==> src/hdl/paired_timer_pkg.sv <==
// constants for the paired 16/32-bit timer block
// Operation
// - chained: low timer is bits 15:0, high timer bits 31:16.
// - chained: high control ignored, except that clearing its enable clears the low prescaler; low control, clock and gate rule.
// - chained: interrupt via high flag and high enable.
// - unchained: two independent timers or synchronous counters, no asynchronous mode; a count write or enable clear on either clears both prescalers.
// - low prescaler output resynchronised, high one not.
// - chained timer counts each cycle to 32-bit period, then zero.
// - low count read latches high count into holding register.
// - chained: write holding, then low count; that write loads high count.
// - chained counter counts synchronised external rising edges to period.
// - counter stops in idle when idle-stop set, else runs.
// - gate mode counts cycles while gate pin high, internal clock.
// - chained gate uses low gate; high gate enable no effect.
// - falling gate edge ends accumulation, count kept; software clears it.
// - 32-bit period match sends converter trigger.
// - prescaler divides by 1, 8, 64 or 256, select at bits 5:4.
// - chained: only low prescaler acts.
// - prescaler cleared by count writes, enable clears, device reset.
// - disabled timer halts prescaler; no clearing then.
// - control writes leave counts unchanged.
// - nothing counts during cpu sleep.
// - chained: 32-bit match or falling gate sets high flag; software clears.
package paired_timer_pkg;
	localparam int          ADDR_W         = 12;
	// register indices; byte address is four times the index
	localparam logic [11:0] LOW_COUNT_IDX  = 12'h106;
	localparam logic [11:0] HOLD_IDX       = 12'h108;
	localparam logic [11:0] HIGH_COUNT_IDX = 12'h10a;
	localparam logic [11:0] LOW_PER_IDX    = 12'h10c;
	localparam logic [11:0] HIGH_PER_IDX   = 12'h10e;
	localparam logic [11:0] LOW_CTL_IDX    = 12'h110;
	localparam logic [11:0] HIGH_CTL_IDX   = 12'h112;
	localparam logic [11:0] IRQ_FLAG_IDX   = 12'h114;
	localparam logic [11:0] IRQ_EN_IDX     = 12'h116;
	localparam logic [11:0] LOW_COUNT_ADDR  = 12'(LOW_COUNT_IDX * 4);
	localparam logic [11:0] HOLD_ADDR       = 12'(HOLD_IDX * 4);
	localparam logic [11:0] HIGH_COUNT_ADDR = 12'(HIGH_COUNT_IDX * 4);
	localparam logic [11:0] LOW_PER_ADDR    = 12'(LOW_PER_IDX * 4);
	localparam logic [11:0] HIGH_PER_ADDR   = 12'(HIGH_PER_IDX * 4);
	localparam logic [11:0] LOW_CTL_ADDR    = 12'(LOW_CTL_IDX * 4);
	localparam logic [11:0] HIGH_CTL_ADDR   = 12'(HIGH_CTL_IDX * 4);
	localparam logic [11:0] IRQ_FLAG_ADDR   = 12'(IRQ_FLAG_IDX * 4);
	localparam logic [11:0] IRQ_EN_ADDR     = 12'(IRQ_EN_IDX * 4);
	// control register fields
	localparam int          TIMER_ON_BIT   = 15;
	localparam int          IDLE_STOP_BIT  = 13;
	localparam int          GATE_BIT       = 6;
	localparam int          PS_LSB         = 4;
	localparam int          CHAIN_BIT      = 3;
	localparam int          CLK_SRC_BIT    = 1;
	localparam logic [15:0] LOW_CTL_MASK   = 16'ha07a;
	localparam logic [15:0] HIGH_CTL_MASK  = 16'ha072;
	// flag and enable register fields
	localparam int          LOW_IRQ_BIT    = 0;
	localparam int          HIGH_IRQ_BIT   = 1;
	localparam logic [15:0] CTL_RESET      = 16'h0000;
	localparam logic [15:0] PERIOD_RESET   = 16'hffff;
	localparam logic [15:0] COUNT_RESET    = 16'h0000;
	// prescaler terminal counts for divide 1, 8, 64, 256
	localparam logic [7:0]  PS_TERM_DIV1   = 8'h00;
	localparam logic [7:0]  PS_TERM_DIV8   = 8'h07;
	localparam logic [7:0]  PS_TERM_DIV64  = 8'h3f;
	localparam logic [7:0]  PS_TERM_DIV256 = 8'hff;
	localparam logic [1:0]  RESP_OKAY      = 2'h0;
	localparam logic [1:0]  RESP_SLVERR    = 2'h2;
endpackage : paired_timer_pkg

==> src/hdl/paired_timer_16_32.sv <==
// paired 16-bit timers, chainable to 32 bits, with axi4-lite registers
//
// Added by the designer: the AXI4-Lite slave port and the register offsets.
`timescale 1ns/1ps
module paired_timer_16_32
	import paired_timer_pkg::*;
(
	input  wire logic              i_clk,            // 40 MHz instruction clock
	input  wire logic              i_sys_rst,        // synchronous reset, high
	input  wire logic              i_cpu_idle,       // cpu idle level
	input  wire logic              i_cpu_sleep,      // cpu sleep level
	input  wire logic              i_low_clk_gate,   // low-word external clock / gate pin
	input  wire logic              i_high_clk,       // high-word external clock pin
	input  wire logic [ADDR_W-1:0] i_s_axi_awaddr,   // aw addr
	input  wire logic              i_s_axi_awvalid,  // aw valid
	output logic                   o_s_axi_awready,  // aw ready
	input  wire logic [31:0]       i_s_axi_wdata,    // w data
	input  wire logic [3:0]        i_s_axi_wstrb,    // w strobes
	input  wire logic              i_s_axi_wvalid,   // w valid
	output logic                   o_s_axi_wready,   // w ready
	output logic [1:0]             o_s_axi_bresp,    // b resp
	output logic                   o_s_axi_bvalid,   // b valid
	input  wire logic              i_s_axi_bready,   // b ready
	input  wire logic [ADDR_W-1:0] i_s_axi_araddr,   // ar addr
	input  wire logic              i_s_axi_arvalid,  // ar valid
	output logic                   o_s_axi_arready,  // ar ready
	output logic [31:0]            o_s_axi_rdata,    // r data
	output logic [1:0]             o_s_axi_rresp,    // r resp
	output logic                   o_s_axi_rvalid,   // r valid
	input  wire logic              i_s_axi_rready,   // r ready
	output logic                   o_low_irq,        // low-word interrupt request
	output logic                   o_high_irq,       // high-word interrupt request
	output logic                   o_adc_trigger     // converter trigger pulse
);
	typedef struct packed {
		logic        wr_rdy;
		logic        b_valid;
		logic [1:0]  b_resp;
		logic        ar_rdy;
		logic        r_valid;
		logic [1:0]  r_resp;
		logic [31:0] r_data;
		logic [15:0] low_count_reg;
		logic [15:0] high_count_reg;
		logic [15:0] high_word_holding_reg;
		logic [15:0] low_period_reg;
		logic [15:0] high_period_reg;
		logic [15:0] low_timer_control;
		logic [15:0] high_timer_control;
		logic        low_flag;
		logic        high_timer_irq_flag;
		logic        low_ie;
		logic        high_timer_irq_enable;
		logic        low_irq;
		logic        high_irq;
		logic        adc_trig;
		logic        gate_prev;
		logic        high_ext_prev;
	} timer_s;

	timer_s      s;
	timer_s      next_s;
	logic        gate_lvl;
	logic        high_ext_lvl;
	logic        low_ps_tick;
	logic        high_ps_tick;
	logic        chain_32_select;
	logic        low_run;
	logic        high_run;
	logic        low_src;
	logic        high_src;
	logic        gate_fall;
	logic        wr_go;
	logic        rd_go;
	logic        ps_low_clear;
	logic        ps_high_clear;
	logic [15:0] wr_val;
	logic [15:0] rd_val;
	logic        rd_hit;
	logic        wr_hit;
	logic [31:0] count32;
	logic [31:0] period32;
	logic        low_match;
	logic        high_match;
	logic        low_ton_drop;
	logic        high_ton_drop;

	pin_sync u_gate_sync (
		.i_clk     (i_clk),
		.i_sys_rst (i_sys_rst),
		.i_pin     (i_low_clk_gate),
		.o_level   (gate_lvl)
	);

	pin_sync u_high_sync (
		.i_clk     (i_clk),
		.i_sys_rst (i_sys_rst),
		.i_pin     (i_high_clk),
		.o_level   (high_ext_lvl)
	);

	assign wr_go           = s.wr_rdy;
	assign rd_go           = s.ar_rdy & i_s_axi_arvalid;
	assign chain_32_select = s.low_timer_control[CHAIN_BIT];
	// byte lanes 0 and 1 carry the 16-bit register; upper lanes ignored
	function automatic logic [15:0] merge(input logic [15:0] old);
		merge = old;
		if (i_s_axi_wstrb[0])
			merge[7:0] = i_s_axi_wdata[7:0];
		if (i_s_axi_wstrb[1])
			merge[15:8] = i_s_axi_wdata[15:8];
	endfunction : merge

	// enable dropping through a control write clears the prescaler
	always_comb begin
		wr_val        = merge(s.low_timer_control);
		low_ton_drop  = wr_go && i_s_axi_awaddr == LOW_CTL_ADDR && s.low_timer_control[TIMER_ON_BIT]
		                && !wr_val[TIMER_ON_BIT];
		wr_val        = merge(s.high_timer_control);
		high_ton_drop = wr_go && i_s_axi_awaddr == HIGH_CTL_ADDR && s.high_timer_control[TIMER_ON_BIT]
		                && !wr_val[TIMER_ON_BIT];
		ps_low_clear  = (wr_go && (i_s_axi_awaddr == LOW_COUNT_ADDR || i_s_axi_awaddr == HIGH_COUNT_ADDR))
		                || low_ton_drop || high_ton_drop;
		ps_high_clear = ps_low_clear;
	end

	// run conditions: sleep stops everything, idle-stop halts in idle
	always_comb begin
		low_run  = s.low_timer_control[TIMER_ON_BIT] && !i_cpu_sleep
		           && !(i_cpu_idle && s.low_timer_control[IDLE_STOP_BIT]);
		high_run = !chain_32_select && s.high_timer_control[TIMER_ON_BIT] && !i_cpu_sleep
		           && !(i_cpu_idle && s.high_timer_control[IDLE_STOP_BIT]);
		// external source counts synchronised rising edges only
		if (s.low_timer_control[CLK_SRC_BIT]) begin
			low_src = gate_lvl && !s.gate_prev;
		end else if (s.low_timer_control[GATE_BIT]) begin
			low_src = gate_lvl;
		end else begin
			low_src = 1'b1;
		end
		if (s.high_timer_control[CLK_SRC_BIT]) begin
			high_src = high_ext_lvl && !s.high_ext_prev;
		end else if (s.high_timer_control[GATE_BIT]) begin
			high_src = high_ext_lvl;
		end else begin
			high_src = 1'b1;
		end
		gate_fall = !gate_lvl && s.gate_prev && s.low_timer_control[GATE_BIT]
		            && s.low_timer_control[TIMER_ON_BIT] && !s.low_timer_control[CLK_SRC_BIT];
	end

	timer_prescaler #(
		.SYNC_OUT (1'b1)
	) u_low_ps (
		.i_clk     (i_clk),
		.i_sys_rst (i_sys_rst),
		.i_enable  (s.low_timer_control[TIMER_ON_BIT]),
		.i_clear   (ps_low_clear),
		.i_tick    (low_run && low_src),
		.i_select  (s.low_timer_control[PS_LSB +: 2]),
		.o_tick    (low_ps_tick)
	);

	timer_prescaler #(
		.SYNC_OUT (1'b0)
	) u_high_ps (
		.i_clk     (i_clk),
		.i_sys_rst (i_sys_rst),
		.i_enable  (s.high_timer_control[TIMER_ON_BIT] && !chain_32_select),
		.i_clear   (ps_high_clear),
		.i_tick    (high_run && high_src),
		.i_select  (s.high_timer_control[PS_LSB +: 2]),
		.o_tick    (high_ps_tick)
	);

	assign count32    = {s.high_count_reg, s.low_count_reg};
	assign period32   = {s.high_period_reg, s.low_period_reg};
	assign low_match  = s.low_count_reg == s.low_period_reg;
	assign high_match = s.high_count_reg == s.high_period_reg;

	// register read decode
	always_comb begin
		rd_hit = 1'b1;
		case (i_s_axi_araddr)
			LOW_COUNT_ADDR:  rd_val = s.low_count_reg;
			HOLD_ADDR:       rd_val = s.high_word_holding_reg;
			HIGH_COUNT_ADDR: rd_val = s.high_count_reg;
			LOW_PER_ADDR:    rd_val = s.low_period_reg;
			HIGH_PER_ADDR:   rd_val = s.high_period_reg;
			LOW_CTL_ADDR:    rd_val = s.low_timer_control;
			HIGH_CTL_ADDR:   rd_val = s.high_timer_control;
			IRQ_FLAG_ADDR: begin
				rd_val               = '0;
				rd_val[LOW_IRQ_BIT]  = s.low_flag;
				rd_val[HIGH_IRQ_BIT] = s.high_timer_irq_flag;
			end
			IRQ_EN_ADDR: begin
				rd_val               = '0;
				rd_val[LOW_IRQ_BIT]  = s.low_ie;
				rd_val[HIGH_IRQ_BIT] = s.high_timer_irq_enable;
			end
			default: begin
				rd_val = '0;
				rd_hit = 1'b0;
			end
		endcase
	end

	always_comb begin
		case (i_s_axi_awaddr)
			LOW_COUNT_ADDR, HOLD_ADDR, HIGH_COUNT_ADDR, LOW_PER_ADDR, HIGH_PER_ADDR,
			LOW_CTL_ADDR, HIGH_CTL_ADDR, IRQ_FLAG_ADDR, IRQ_EN_ADDR: wr_hit = 1'b1;
			default: wr_hit = 1'b0;
		endcase
	end

	always_comb begin
		next_s          = s;
		next_s.adc_trig = 1'b0;

		// bus handshakes: write ready is a one-cycle pulse once aw and w are both offered, read ready once ar is
		next_s.wr_rdy = i_s_axi_awvalid && i_s_axi_wvalid && !s.wr_rdy && !s.b_valid;
		if (wr_go) begin
			next_s.b_valid = 1'b1;
			next_s.b_resp  = wr_hit ? RESP_OKAY : RESP_SLVERR;
		end else if (s.b_valid && i_s_axi_bready) begin
			next_s.b_valid = 1'b0;
		end
		next_s.ar_rdy = i_s_axi_arvalid && !s.ar_rdy && !s.r_valid;
		if (rd_go) begin
			next_s.r_valid = 1'b1;
			next_s.r_data  = {16'h0000, rd_val};
			next_s.r_resp  = rd_hit ? RESP_OKAY : RESP_SLVERR;
			if (i_s_axi_araddr == LOW_COUNT_ADDR) begin
				next_s.high_word_holding_reg = s.high_count_reg;
			end
		end else if (s.r_valid && i_s_axi_rready) begin
			next_s.r_valid = 1'b0;
		end

		// counting
		if (chain_32_select) begin
			if (low_ps_tick && low_run) begin
				if (count32 == period32) begin
					next_s.low_count_reg  = '0;
					next_s.high_count_reg = '0;
					next_s.adc_trig       = 1'b1;
				end else begin
					{next_s.high_count_reg, next_s.low_count_reg} = count32 + 32'h0000_0001;
				end
			end
		end else begin
			if (low_ps_tick && low_run) begin
				next_s.low_count_reg = low_match ? '0 : s.low_count_reg + 16'h0001;
			end
			if (high_ps_tick && high_run) begin
				next_s.high_count_reg = high_match ? '0 : s.high_count_reg + 16'h0001;
				next_s.adc_trig       = high_match;
			end
		end

		// register writes; only count writes touch counts
		if (wr_go) begin
			case (i_s_axi_awaddr)
				LOW_COUNT_ADDR: begin
					next_s.low_count_reg = merge(s.low_count_reg);
					if (chain_32_select) begin
						next_s.high_count_reg = s.high_word_holding_reg;
					end
				end
				HOLD_ADDR:       next_s.high_word_holding_reg =
				                 merge(s.high_word_holding_reg);
				HIGH_COUNT_ADDR: next_s.high_count_reg = merge(s.high_count_reg);
				LOW_PER_ADDR:    next_s.low_period_reg = merge(s.low_period_reg);
				HIGH_PER_ADDR:   next_s.high_period_reg = merge(s.high_period_reg);
				LOW_CTL_ADDR:    next_s.low_timer_control = LOW_CTL_MASK &
				                 merge(s.low_timer_control);
				HIGH_CTL_ADDR:   next_s.high_timer_control = HIGH_CTL_MASK &
				                 merge(s.high_timer_control);
				IRQ_FLAG_ADDR: if (i_s_axi_wstrb[0]) begin
					next_s.low_flag            = i_s_axi_wdata[LOW_IRQ_BIT];
					next_s.high_timer_irq_flag = i_s_axi_wdata[HIGH_IRQ_BIT];
				end
				IRQ_EN_ADDR: if (i_s_axi_wstrb[0]) begin
					next_s.low_ie                = i_s_axi_wdata[LOW_IRQ_BIT];
					next_s.high_timer_irq_enable = i_s_axi_wdata[HIGH_IRQ_BIT];
				end
				default: begin
				end
			endcase
		end

		// flag sets come after software writes so an event is never lost
		if (chain_32_select) begin
			if ((low_ps_tick && low_run && count32 == period32) || gate_fall) begin
				next_s.high_timer_irq_flag = 1'b1;
			end
		end else begin
			if ((low_ps_tick && low_run && low_match) || gate_fall) begin
				next_s.low_flag = 1'b1;
			end
			if (high_ps_tick && high_run && high_match) begin
				next_s.high_timer_irq_flag = 1'b1;
			end
		end

		next_s.low_irq       = next_s.low_flag && next_s.low_ie;
		next_s.high_irq      = next_s.high_timer_irq_flag && next_s.high_timer_irq_enable;
		next_s.gate_prev     = gate_lvl;
		next_s.high_ext_prev = high_ext_lvl;
	end

	always_ff @(posedge i_clk) begin
		if (i_sys_rst) begin
			s                    <= '0;
			s.low_count_reg      <= COUNT_RESET;
			s.high_count_reg     <= COUNT_RESET;
			s.low_period_reg     <= PERIOD_RESET;
			s.high_period_reg    <= PERIOD_RESET;
			s.low_timer_control  <= CTL_RESET;
			s.high_timer_control <= CTL_RESET;
		end else begin
			s <= next_s;
		end
	end

	assign o_s_axi_awready = s.wr_rdy;
	assign o_s_axi_wready  = s.wr_rdy;
	assign o_s_axi_bvalid  = s.b_valid;
	assign o_s_axi_bresp   = s.b_resp;
	assign o_s_axi_arready = s.ar_rdy;
	assign o_s_axi_rvalid  = s.r_valid;
	assign o_s_axi_rdata   = s.r_data;
	assign o_s_axi_rresp   = s.r_resp;
	assign o_low_irq       = s.low_irq;
	assign o_high_irq      = s.high_irq;
	assign o_adc_trigger   = s.adc_trig;
endmodule : paired_timer_16_32

==> src/hdl/pin_sync.sv <==
// two-flop synchroniser for an asynchronous pin
`timescale 1ns/1ps
module pin_sync (
	input  wire logic i_clk,     // system clock
	input  wire logic i_sys_rst, // synchronous reset, high
	input  wire logic i_pin,     // asynchronous pin
	output logic      o_level    // synchronised level
);
	typedef struct packed {
		logic first;
		logic second;
	} sync_s;
	sync_s s;
	sync_s next_s;

	always_comb begin
		next_s.first  = i_pin;
		next_s.second = s.first;
	end

	always_ff @(posedge i_clk) begin
		if (i_sys_rst) begin
			s <= '0;
		end else begin
			s <= next_s;
		end
	end

	assign o_level = s.second;
endmodule : pin_sync

==> src/hdl/timer_prescaler.sv <==
// clock prescaler dividing input ticks by 1, 8, 64 or 256
`timescale 1ns/1ps
module timer_prescaler
	import paired_timer_pkg::*;
#(
	parameter bit SYNC_OUT = 1'b0
) (
	input  wire logic       i_clk,     // system clock
	input  wire logic       i_sys_rst, // synchronous reset, high
	input  wire logic       i_enable,  // timer on; low halts the prescaler
	input  wire logic       i_clear,   // clear the prescaler count
	input  wire logic       i_tick,    // input tick
	input  wire logic [1:0] i_select,  // prescale select
	output logic            o_tick     // divided tick
);
	typedef struct packed {
		logic [7:0] cnt;
		logic       tick;
	} ps_s;
	ps_s        s;
	ps_s        next_s;
	logic [7:0] term;
	logic       pulse;

	always_comb begin
		case (i_select)
			2'h0: term = PS_TERM_DIV1;
			2'h1: term = PS_TERM_DIV8;
			2'h2: term = PS_TERM_DIV64;
			2'h3: term = PS_TERM_DIV256;
			default: term = PS_TERM_DIV1;
		endcase
	end

	always_comb begin
		next_s = s;
		pulse  = 1'b0;
		// halted clock: neither counting nor clearing while disabled
		if (i_enable) begin
			if (i_clear) begin
				next_s.cnt = '0;
			end else if (i_tick) begin
				if (s.cnt >= term) begin
					next_s.cnt = '0;
					pulse      = 1'b1;
				end else begin
					next_s.cnt = s.cnt + 8'h01;
				end
			end
		end
		next_s.tick = pulse;
	end

	always_ff @(posedge i_clk) begin
		if (i_sys_rst) begin
			s <= '0;
		end else begin
			s <= next_s;
		end
	end

	assign o_tick = SYNC_OUT ? s.tick : pulse;
endmodule : timer_prescaler
==> config.mk <==
export PLATFORM = sky130hd
export DESIGN_NAME = paired_timer_16_32
export DESIGN_NICKNAME = d
export VERILOG_FILES = /design/src/hdl/paired_timer_pkg.sv /design/src/hdl/paired_timer_16_32.sv /design/src/hdl/pin_sync.sv /design/src/hdl/timer_prescaler.sv
export SDC_FILE = /design/constraint.sdc
export NUM_CORES = 1
export LEC_CHECK = 0
export ABC_AREA = 1
export BUFFER_PORTS_ARGS = -buffer_cell sky130_fd_sc_hd__buf_4
export CAP_MARGIN = 20
export CORE_MARGIN = 2
export CORE_UTILIZATION = 35
export DETAILED_ROUTE_END_ITERATION = 16
export GPL_TIMING_DRIVEN = 0
export HOLD_SLACK_MARGIN = 0.15
export SLEW_MARGIN = 20
export SYNTH_ARGS = -nofsm -noshare
export SYNTH_HDL_FRONTEND = slang
export SYNTH_SLANG_ARGS = --single-unit
==> constraint.sdc <==
create_clock -name i_clk -period 2.4 [get_ports i_clk]
set_clock_uncertainty 0.2 [all_clocks]
set_input_delay 0.24 -clock i_clk [delete_from_list [all_inputs] [get_ports i_clk]]
set_output_delay 0.24 -clock i_clk [all_outputs]
set_load 0.05 [all_outputs]
* After elaboration in Yosys (flattened, before gate mapping)
Cells that the tools add are included.
** Cells by class
- $add $sub $neg :: 5
- $mul :: 0
- Div/mod/pow operators :: 0
- Magnitude comparators :: 2
- Eq/ne operators :: 33
- Shifts and indexed selects :: 0
- Mux-type cells :: 67
- Bitwise gates (word level) :: 3
- Reduce and logical (&&, ||, !) cells :: 76
** Operators by type and width (count)
- $eq 12x11->1 const B :: 18
- $mux 16 :: 13
- $pmux 16 s9 :: 1
- $mux 116 :: 1
- $mux 8 :: 14
- $mux 32 :: 3
- $pmux 8 s4 :: 2
- $logic_and 1x1->1 :: 36
- $add 16x1->16 const B :: 2
- $add 32x1->32 const B :: 1
- $eq 16x16->1 :: 2
- $eq 32x32->1 :: 1
- $pmux 16 s2 :: 1
- $mux 1 :: 24
- $reduce_and 3->1 :: 8
- $ne 3x3->1 const B :: 6
- $reduce_or 9->1 :: 2
- $add 8x1->8 const B :: 2
- $ge 8x8->1 :: 2
- $logic_not 1->1 :: 14
- $mux 7 :: 2
- $mux 2 :: 6
- $eq 2x2->1 const B :: 4
- $reduce_and 2->1 :: 4
- 7 further kinds :: 17
** Word-level totals
- Bits in registers :: 147
- Bits in latches :: 0
- Bits in writable memories :: 0
- Memory bits (read-only) :: 0
- Input port bits :: 71
- Word-level logic and storage cells :: 225
- Memories kept :: 0

* Logic depth before layout (Yosys ltp)
Gate-level depths: netlist of the first run.
- Word-level depth :: 17
- Gate-level depth with buffers :: 20
- Mapped depth without buffers :: 19

* Modules after synthesis
Synthesis of the first run repeated with hierarchy kept, for this count alone.
** Second synthesis, totals
- Cells, all modules :: 1628
- Area total of the unflattened synthesis :: 10168.5 um^2
** By module, submodules not included
- paired_timer_16_32 :: times used 1, cells each 1446, area each 8849.7 um^2, sequential area each 2482.4 um^2
- timer_prescaler (u_low_ps) :: times used 1, cells each 80, area each 610.6 um^2, sequential area each 180.2 um^2
- timer_prescaler (u_high_ps) :: times used 1, cells each 90, area each 598.1 um^2, sequential area each 160.2 um^2
- pin_sync :: times used 2, cells each 6, area each 55.1 um^2, sequential area each 40.0 um^2

* Worst setup path before layout of the first run
OpenSTA, ideal clock, no wires.
- Path type :: register to register
- Start :: register s (netlist bit o_s_axi_awready)
- End :: register u_low_ps.s[8] (netlist name)
- Data arrival time :: 2055 ps
- Required time :: 2070 ps
- Path slack :: 14 ps
- Cell stages (with the launch flop) :: 14
- Buffers on the path :: 2
- Period minus slack after synthesis :: 2386 ps
- Cell sequence :: dfxtp_1 buf_2 inv_1 nor2_2 nand4_1 nand2_1 nor2_2 buf_6 nand2_2 nand2_2 nor2_1 nand3_1 xor2_1 nor2_1
** Between the ends
- Word-level cells in the longest chain between the ends :: 7
** RTL lines
- from (decl) :: RTL line paired_timer_16_32.sv:61 : timer_s s;
- from (signal assigned) :: RTL line paired_timer_16_32.sv:323 : s <= next_s;
- $logic_and 1x1->1 (2 in series) :: RTL line paired_timer_16_32.sv:117 : low_ton_drop = wr_go && i_s_axi_awaddr == LOW_CTL_ADDR && s.low_timer_control[TIMER_ON_BIT]
- $logic_and 1x1->1 :: RTL line paired_timer_16_32.sv:118 : && !wr_val[TIMER_ON_BIT];
- $logic_or 1x1->1 :: RTL line paired_timer_16_32.sv:123 : || low_ton_drop || high_ton_drop;
- $logic_or 1x1->1 * :: RTL line paired_timer_16_32.sv:123
- $reduce_bool 2->1 (no source line)
- $reduce_and 2->1 (no source line)
- to (signal assigned) :: RTL line timer_prescaler.sv:58 : s <= next_s;
- to (decl) :: RTL line timer_prescaler.sv:20 : ps_s s;
Mark *: on every way between the ends. The rest lies on a longest branch, timed or not.
A chain may end at the register's enable or synchronous reset.

* Worst setup path in the final report of the first run
- Start :: register s (netlist bit count32[1])
- End :: register s (netlist bit count32[20])
** Between the ends
- Word-level cells in the longest chain between the ends :: 7
** RTL lines
- $add 32x1->32 or $eq 32x32->1 (tied branches) :: RTL line paired_timer_16_32.sv:249, paired_timer_16_32.sv:244
- $mux 32 * :: RTL line paired_timer_16_32.sv:244 : if (count32 == period32) begin
- $mux 32 * :: RTL line paired_timer_16_32.sv:243 : if (low_ps_tick && low_run) begin
- $mux 32 * :: RTL line paired_timer_16_32.sv:242 : if (chain_32_select) begin
- $mux 16 :: RTL line paired_timer_16_32.sv:267 : if (chain_32_select) begin
- $pmux 16 s2 :: RTL line paired_timer_16_32.sv:264 : case (i_s_axi_awaddr)
- $mux 116 * :: RTL line paired_timer_16_32.sv:263 : if (wr_go) begin
Marks and branches as above.

==> flow_summary.yaml, run 1 <==
run_status:
  status: "complete, no violations"
clock_tree:
  cts_tree: "done"
  root_buffer: "clkbuf_16"
  clk_pin_slew_ns: 0.07
  clkSinkCount: 145
  htree_levels: 4
  cts_buffers: 17
  clkLatencyLatePin_ns: 0.45
  clk_path_buf_depth: 2
critical_path:
  setup.worst_path.start: "count32[1]"
  path_depth: 16
  critPathMaxStageDelay_ns: 0.38
  worstRegToRegCells: 16
  path_max_fanout: 6
  cpMostUsedCell: "nand2_1"
  cp_data_arrival_time_ns: 2.59
  crit_chain: "ha_2, nand3_4, nor2_4, nand2_1, nor2_2, nand3b_1, nor2_4, buf_4, nand3_1, nand2_1, nand2_1, nand2_1, nand2_1, nand3_1, nand2_1, inv_1"
  cp-end-kind: "flop"
  slowest_stage: "dfxtp_4"
  cp-endpoint: "count32[20]"
  path_buf_inv: 2
  r2r_end: "count32[20]"
  required_ns: 2.59
  timing.rr.start: "count32[1]"
  crit_type: "flop to flop"
  r2r_slack_ns: 0.002
  crit_family: "simple AND/OR/NAND/NOR gates"
  critPathLaunchType: "flop"
floorplanning:
  dieHeight_um: 176
  rows: 62
  coreArea_mm2: 0.0289
  io_pins: 115
  initial_core_util: 0.357
  die-area_mm2: 0.0309
  die_x_um: 176
synthesis:
  netlist_area_mm2: 0.0103
  synth_warnings: 0
  syn-instance-count: 1699
  synth_edf_count: 0
  async_flop_share: 0
  syn-mean-instance-area_um2: 6.09
  yosys_most_used_dff: "dfxtp_1"
  synth-seq-cells: 145
  ys_types: 51
  ys_seq_area_frac: 0.281
routing:
  initialDrtViolationCount: 1185
  vias_per_cell: 5.33
  drt-total-wl_um: 42900
  wl_per_cell_um: 18.8
  drt-pass1-iter-count: 6
  drcViolationCount: 0
  ant_nets: 0
  via_count: 12100
final_layout:
  areaGrowthSynthToFinish_pct: 29.0
  drive_gt1_frac: 0.195
  num_antenna_cells: 0
  fin_nets: 1967
  final_cell_mix: "nand2_1, inv_1, nor2_1"
  fin_cells: 2275
  final_common_cell: "nand2_1"
global_routing:
  grt_util_met2: 0.434
  busiest_layer: "met2"
  antenna_found_initial: 0
  grt_usage: 0.275
  met1_usage: 0.361
  grt_pass1_wl_um: 64000
  use_met3: 0.0513
  grt_pass1_vias: 10900
  grt_max_degree: 17
  overflow: 0
timing:
  final-setup-viol-count: 0
  layout_min_cycle_time_ns: 2.40
  period_share: 0.999
  maxSlewViolCount: 0
  hold_viol_final: 0
  max_slew_margin: 0.286
  worst_slack_ns: 0.00219
  rsz0062_at_grt: "yes"
  worst_slew_pin_slew_ns: 1.06
  fmax_ghz: 0.417
placed_design:
  port_buffers: 77
  hpwlAfterDp_um: 32400
  place_inst: 2177
  pre_cts_ws_ns: -0.579
  gp_congestion: 1.02
worst_hold_path:
  hp-class: "input pin to flop"
flow_run:
  drv_cap: 0
power_and_ir_drop:
  p_leak_nw: 6.33
  irDropWorstVdd_mv: 0.492
  p_int_mw: 4.23
  p_per_area_mw_per_mm2: 426
  swShare: 0.256
  power_switching_mw: 1.46
  clkPwrFrac: 0.495
  seqPwrFrac: 0.423
  p_comb_frac: 0.082
-- timing repair --
| action | 4_1_cts | 5_1_grt |
|---|---|---|
| cloned | 1 | 1 |
| setup endpoints to repair | 50 | 61 |
| endpoints found under the hold margin | 94 | 0 |
| pin swaps | 4 | 67 |
| hold buffers | 33 | 0 |
| resized for setup | 75 | 111 |
| setup buffers | 14 | 19 |
-- stage by stage --
step                      cell area, µm²  utilization  setup TNS, ns  hold slack [ns]  power [mW]
final                              13300        0.461              0            0.142        5.69
after global placement             11500        0.396         -15.96            0.191        2.88
after CTS                          12800        0.441        -0.0124            0.161        5.70
after detailed placement           11500        0.396         -16.31            0.195        2.88
after global routing               13300        0.461          -1.70            0.198        5.84
after floorplan                    10400            -              0            0.134        2.70
-- flip-flops by register name, indices dropped and copies added, names as in the netlist --
| register | cells |
|---|---|
| o_s_axi_rresp | 1 |
| o_s_axi_rvalid | 1 |
| o_high_irq | 1 |
| s | 34 |
| count32 | 32 |
| u_gate_sync.o_level | 1 |
| o_s_axi_arready | 1 |
| o_s_axi_bvalid | 1 |
| o_s_axi_awready | 1 |
| period32 | 32 |
| u_high_sync.next_s | 1 |
| o_s_axi_bresp | 1 |
| u_low_ps.s | 8 |
| o_s_axi_rdata | 16 |
| o_adc_trigger | 1 |
| o_low_irq | 1 |
| u_high_ps.s | 8 |
| chain_32_select | 1 |
| u_gate_sync.next_s | 1 |
| u_high_sync.o_level | 1 |
| u_low_ps.o_tick | 1 |
-- power by group through the flow --
stage                     registers [mW]  logic (mW)  clock network (mW)
after floorplan                     2.48       0.217                   0
after global placement              2.47       0.409                   0
after detailed placement            2.47       0.411                   0
after CTS                           2.41       0.454                2.83
after global routing                2.41       0.490                2.94
final                               2.41       0.467                2.81
-- worst min-delay path: stages --
cell and delay, ns:
buf_4 0.08, nand2_1 0.07, clkbuf_2 0.21, nand2_1 0.09
a21oi_1 0.06
-- kinds of logic (layout without fill, tap and decap cells) --
kind of cell	count (synthesis)	after routing	synth area share
XOR/XNOR	35	35	0.0296
buffers and inverters	350	525	0.148
AND/OR/NAND/NOR	835	835	0.338
adder cells (fa/ha/maj)	18	18	0.0218
other	1	18	0.000363
AO/OA/AOI/OAI	315	315	0.181
flip-flops	145	145	0.281
-- worst min-delay path by stage --
stage / cells after the start / end / slack (ns) / startpoint
final: 5 / o_s_axi_rdata[1] / 0.14 / i_s_axi_arvalid
after global routing: 5 / o_s_axi_rdata[0] / 0.20 / i_s_axi_arvalid
after CTS: 6 / s[24] / 0.16 / i_s_axi_wstrb[1]
after detailed placement: 2 / u_high_sync.o_level / 0.19 / u_high_sync.next_s[0]
after global placement: 2 / u_high_sync.o_level / 0.19 / u_high_sync.next_s[0]
after floorplan: 1 / o_s_axi_bvalid / 0.13 / i_s_axi_bready
-- final cells by class --
class	count	area, µm²
Sequential cell	145	2970
Fill cell	3062	15600
Timing Repair Buffer	145	1260
Buffer	102	634
Clock inverter	8	100
Tap cell	384	480
Clock buffer	24	502
Multi-Input combinational cell	1221	6450
Inverter	246	951
-- synth_stat cells, drive strengths merged (22+ instances only) --
cell	count	area, µm²
nand2	488	1860
inv	244	918
nor2	175	692
dfxtp	145	2900
o21ai	112	572
nand3	106	541
a21oi	93	495
buf	67	467
o211ai	46	345
clkbuf	37	141
o22ai	34	213
nand4	29	196
xor2	26	228
nor3	22	110
-- per-layer routing --
layer  wire length [µm]  share of wire  vias to the layer above
li1                   -              -                     5820
met1              18000           0.42                     5558
met2              18900           0.44                      626
met3               3840          0.090                      125
met4               2150          0.050                        0
met5                  0              0                        -
No activity file was read; power rests on OpenSTA's default activity.
==> run 2, diff against run 1 <==
PLACE_DENSITY = 0.55   (was unset)
==> flow_summary.yaml, run 2 (synthesis gave the netlist of run 1 again) <==
routing:
  via_count: 12100
  ant_nets: 0
  vias_per_cell: 5.32
  wl_per_cell_um: 19.1
  drt-pass1-iter-count: 6
  drcViolationCount: 0
  drt-total-wl_um: 43400
  initialDrtViolationCount: 1257
placed_design:
  gp_congestion: 1.03
  hpwlAfterDp_um: 32900
  dpl_cell_area_mm2: 0.0115
  port_buffers: 77
clock_tree:
  clk_pin_slew_ns: 0.07
  clkSinkCount: 145
  cts_tree: "done"
  root_buffer: "clkbuf_16"
  clkLatencyLatePin_ns: 0.46
  htree_levels: 4
  clk_path_buf_depth: 2
  cts_buffers: 17
global_routing:
  use_met3: 0.0457
  met1_usage: 0.374
  grt_pass1_vias: 11000
  overflow: 0
  busiest_layer: "met2"
  grt_util_met2: 0.447
  antenna_found_initial: 0
  grt_usage: 0.281
  grt_pass1_wl_um: 65200
  grt_max_degree: 17
final_layout:
  final_cell_area_mm2: 0.0133
  drive_gt1_frac: 0.192
  final_common_cell: "nand2_1"
  largest_reg_flops: 34
  top_register: "s"
  fin_nets: 1960
  final_util: 0.459
  areaGrowthSynthToFinish_pct: 28.5
  final_cell_mix: "nand2_1, inv_1, nor2_1"
flow_run:
  drv_cap: 0
critical_path:
  r2r_slack_ns: 0.006
  cpMostUsedCell: "nand2_1"
  slowest_stage: "dfxtp_2"
  path_max_fanout: 10
  path_buf_inv: 4
  required_ns: 2.55
  cp_data_arrival_time_ns: 2.54
  critPathMaxStageDelay_ns: 0.45
  crit_chain: "inv_2, nand2_1, and2_1, nand2_1, nor2_1, nand2_2, nor2_4, buf_12, buf_8, nor2_1, nand3_1, nand2_1, nand2_2, nand2_1, nand2_1, nand3_2, nand2_1, inv_1"
  crit_family: "simple AND/OR/NAND/NOR gates"
  crit_type: "flop to flop"
  critPathLaunchType: "flop"
  cp-end-kind: "flop"
floorplanning:
  io_pins: 115
  die-area_mm2: 0.0309
  rows: 62
  dieHeight_um: 176
  coreArea_mm2: 0.0289
  die_x_um: 176
  initial_core_util: 0.357
timing:
  worst_slew_pin_slew_ns: 1.05
  layout_min_cycle_time_ns: 2.39
  whs_ns: 0.152
  hold_viol_final: 0
  tns_ns: 0
  max_slew_margin: 0.298
  rsz0062_at_grt: "yes"
  final-setup-viol-count: 0
  maxSlewViolCount: 0
  period_share: 0.997
  fmax_ghz: 0.418
power_and_ir_drop:
  irDropWorstVdd_mv: 0.485
  p_total_mw: 5.80
  p_leak_nw: 6.35
  p_per_area_mw_per_mm2: 436
run_status:
  status: "complete, no violations"
worst_hold_path:
  hp-class: "input pin to flop"
run 2: cell types whose count changed in the layout (fill, tap and decap cells not counted), moves of 3 or more:
| cell | before | now |
|---|---|---|
| nand2_1 | 458 | 454 |
| clkbuf_4 | 1 | 4 |
| nand2_2 | 25 | 28 |
| xnor2_2 | 0 | 3 |
| nand3_1 | 80 | 91 |
| nand3_2 | 21 | 13 |
| nand3_4 | 5 | 2 |
| nor2_1 | 147 | 141 |
| clkbuf_8 | 5 | 2 |
| buf_4 | 144 | 135 |
| nor2_4 | 13 | 17 |
| xnor2_1 | 9 | 6 |
run 2: cell type report:
| class | instances | area (µm²) |
|---|---|---|
| Tap cell | 384 | 480 |
| Multi-Input combinational cell | 1221 | 6420 |
| Timing Repair Buffer | 138 | 1210 |
| Clock inverter | 12 | 154 |
| Fill cell | 3008 | 15600 |
| Inverter | 246 | 950 |
| Antenna cell | 1 | 2.50 |
| Clock buffer | 20 | 457 |
| Sequential cell | 145 | 2960 |
| Buffer | 102 | 653 |
run 2: path summary, 6_finish.rpt:
check | from | end | depth (start not counted)
min | i_s_axi_arvalid | o_s_axi_rdata[2] | 5
max reg2reg | count32[29] | count32[28] | 18
max | count32[29] | count32[28] | 18
min reg2reg | u_gate_sync.next_s[0] | u_gate_sync.o_level | 2
run 2: worst min-delay path, stage by stage:
cell and delay [ns]:
buf_4 0.08, nand2_1 0.07, clkbuf_2 0.21, nand2_1 0.09, a21oi_1 0.05
run 2: stage by stage:
step	cells	setup WS, ns
6_report	2269	0.00603
5_1_grt	2268	-0.131
4_1_cts	2250	0.00539
3_5_place_dp	2177	-0.562
3_3_place_gp	2177	-0.571
2_1_floorplan	1716	0.0143
run 2: metal layers:
metal | routed length [µm] | part of all wire | vias to the layer above
li1 | - | - | 5798
met4 | 1570 | 0.036 | 0
met1 | 18500 | 0.43 | 5601
met5 | 0 | 0 | -
met2 | 19700 | 0.45 | 581
met3 | 3560 | 0.082 | 82
run 2: timing repair:
item,CTS,global route
endpoints found under the setup margin,48,68
endpoints found under the hold margin,98,0
pin swaps,6,28
hold buffers,35,0
resized for setup,72,118
buffers inserted,7,18
cloned,0,1
run 2: power breakdown:
part	total [mW]	switching (mW)	internal [mW]
Clock	2.93	1.23	1.69
Sequential	2.41	0.00491	2.40
Combinational	0.468	0.310	0.158
Total	5.80	1.55	4.25
==> run 3, diff against run 2 <==
PLACE_DENSITY = 0.57   (was 0.55)
clock period = 2.05 ns   (was 2.4 ns; I/O delays follow)
==> flow_summary.yaml, run 3 (synthesis gave the netlist of run 1 again) <==
run_status:
  status: "finished with violations"
  violations: "setup timing"
timing:
  layout_min_cycle_time_ns: 2.34
  rsz0062_at_grt: "yes"
  max_slew_margin: 0.307
  maxSlewViolCount: 0
  hold_viol_final: 0
  worst_slack_ns: -0.286
  fmax_ghz: 0.428
  worst_slew_pin_slew_ns: 1.04
  final-setup-viol-count: 37
  period_share: 1.14
placed_design:
  gp_congestion: 1.01
  hpwlAfterDp_um: 33000
  port_buffers: 77
  place_inst: 2177
global_routing:
  overflow: 0
  grt_pass1_wl_um: 68200
  grt_pass1_vias: 11600
  antenna_found_initial: 0
  grt_max_degree: 17
  grt_usage: 0.293
critical_path:
  critPathLaunchType: "flop"
  crit_type: "flop to flop"
  slowest_stage: "dfxtp_4"
  path_buf_inv: 5
  critPathMaxStageDelay_ns: 0.38
  crit_chain: "inv_4, ha_1, inv_1, nor2_1, nand2_1, nand2_1, nand2_2, a21oi_4, buf_4, buf_4, nand3_1, nand3_2, nand2_1, nand2_1, nand3_2, nand2_1, inv_1"
  cp_data_arrival_time_ns: 2.48
  cp-end-kind: "flop"
  cpMostUsedCell: "nand2_1"
  crit_family: "simple AND/OR/NAND/NOR gates"
  required_ns: 2.20
  path_max_fanout: 5
final_layout:
  final_util: 0.493
  nFillCells: 3000
  final_cell_mix: "nand2_1, inv_1, buf_4"
  drive_gt1_frac: 0.272
  areaGrowthSynthToFinish_pct: 37.9
  fin_nets: 2013
  num_antenna_cells: 0
  largest_reg_flops: 34
  fin_cells: 2321
  top_register: "s"
  final_common_cell: "nand2_1"
routing:
  ant_nets: 0
  drt-total-wl_um: 45000
  vias_per_cell: 5.38
  wl_per_cell_um: 19.4
  drcViolationCount: 0
  drt-pass1-iter-count: 6
  initialDrtViolationCount: 1301
  via_count: 12500
worst_hold_path:
  hp-class: "input pin to flop"
flow_run:
  drv_cap: 0
power_and_ir_drop:
  irDropWorstVdd_mv: 0.551
  p_leak_nw: 6.72
  p_per_area_mw_per_mm2: 476
floorplanning:
  dieHeight_um: 176
  die-area_mm2: 0.0309
  io_pins: 115
  die_x_um: 176
  rows: 62
  coreArea_mm2: 0.0289
  initial_core_util: 0.357
clock_tree:
  clk_path_buf_depth: 2
  clkSinkCount: 145
  root_buffer: "clkbuf_16"
  htree_levels: 4
  cts_tree: "done"
  clk_pin_slew_ns: 0.06
  clkLatencyLatePin_ns: 0.45
  cts_buffers: 17
[run 3: cell types whose count changed in the layout (fill, tap and decap cells not counted), moves of 16 or more]
cell / previous run / this run
buf_4: 135 / 179
dfxtp_1: 118 / 99
dfxtp_4: 10 / 28
nand2_2: 28 / 44
inv_1: 223 / 205
buf_6: 9 / 26
nand2_1: 454 / 432
[run 3: worst register-to-register path: cells and delay by family (launching register included)]
kind / cells / cell delay (ns)
and+or+nand+nor: 10 / 0.77
buffers and inverters: 5 / 0.40
DFF: 1 / 0.38
adders and majority gates: 1 / 0.26
AOI/OAI and AO/OA: 1 / 0.21
[run 3: final cells by class]
class                      instances  area, µm²  area share
clock buffer                      24        503      0.0353
timing repair buffer             191       1630       0.114
multi-input combinational       1221       6800       0.477
buffer                           101        676      0.0474
tap                              384        480      0.0337
timing repair inverter             1       7.51    0.000526
clock inverter                     8        123     0.00860
inverter                         246       1010      0.0710
sequential                       145       3030       0.212
[run 3: timing repair]
| item | CTS | global route |
|---|---|---|
| hold buffers | 35 | 0 |
| setup endpoints to repair | 83 | 88 |
| setup buffers | 44 | 33 |
| gates resized for setup | 233 | 150 |
| endpoints found under the hold margin | 111 | 0 |
| pin swaps | 54 | 69 |
| gates cloned | 1 | 2 |
[run 3: stage by stage]
step / power [mW] / worst slack, ns / setup TNS, ns / area, µm² / hold WS (ns)
after global routing: 6.96 / -0.462 / -11.91 / 14300 / 0.213
final: 6.80 / -0.286 / -6.31 / 14300 / 0.183
after global placement: 3.38 / -0.858 / -48.07 / 11500 / 0.190
after floorplan: 3.16 / -0.111 / -0.871 / 10400 / 0.0991
after CTS: 6.81 / -0.235 / -4.31 / 13500 / 0.152
after detailed placement: 3.38 / -0.893 / -49.81 / 11500 / 0.195
[run 3: per-layer routing]
layer  part of all wire  global-route usage
met5                  0                   0
met4              0.049               0.135
met3              0.086              0.0500
met2               0.44               0.461
met1               0.43               0.390
[run 3: worst paths after layout]
| path | slack, ns | from | to | depth (start not counted) |
|---|---|---|---|---|
| hold reg to reg | 0.20 | u_gate_sync.next_s[0] | u_gate_sync.o_level | 2 |
| hold / removal | 0.18 | i_s_axi_awaddr[7] | s[5] | 7 |
| setup reg to reg | -0.29 | s[14] | count32[18] | 17 |
| setup / recovery | -0.29 | s[14] | count32[18] | 17 |
[run 3: where the power goes]
group,leakage (nW),internal (mW),total [mW],switching [mW]
logic,5.22,0.188,0.562,0.374
clock network,0.310,2.09,3.44,1.35
registers,1.19,2.79,2.80,0.00769
total,6.72,5.06,6.80,1.73
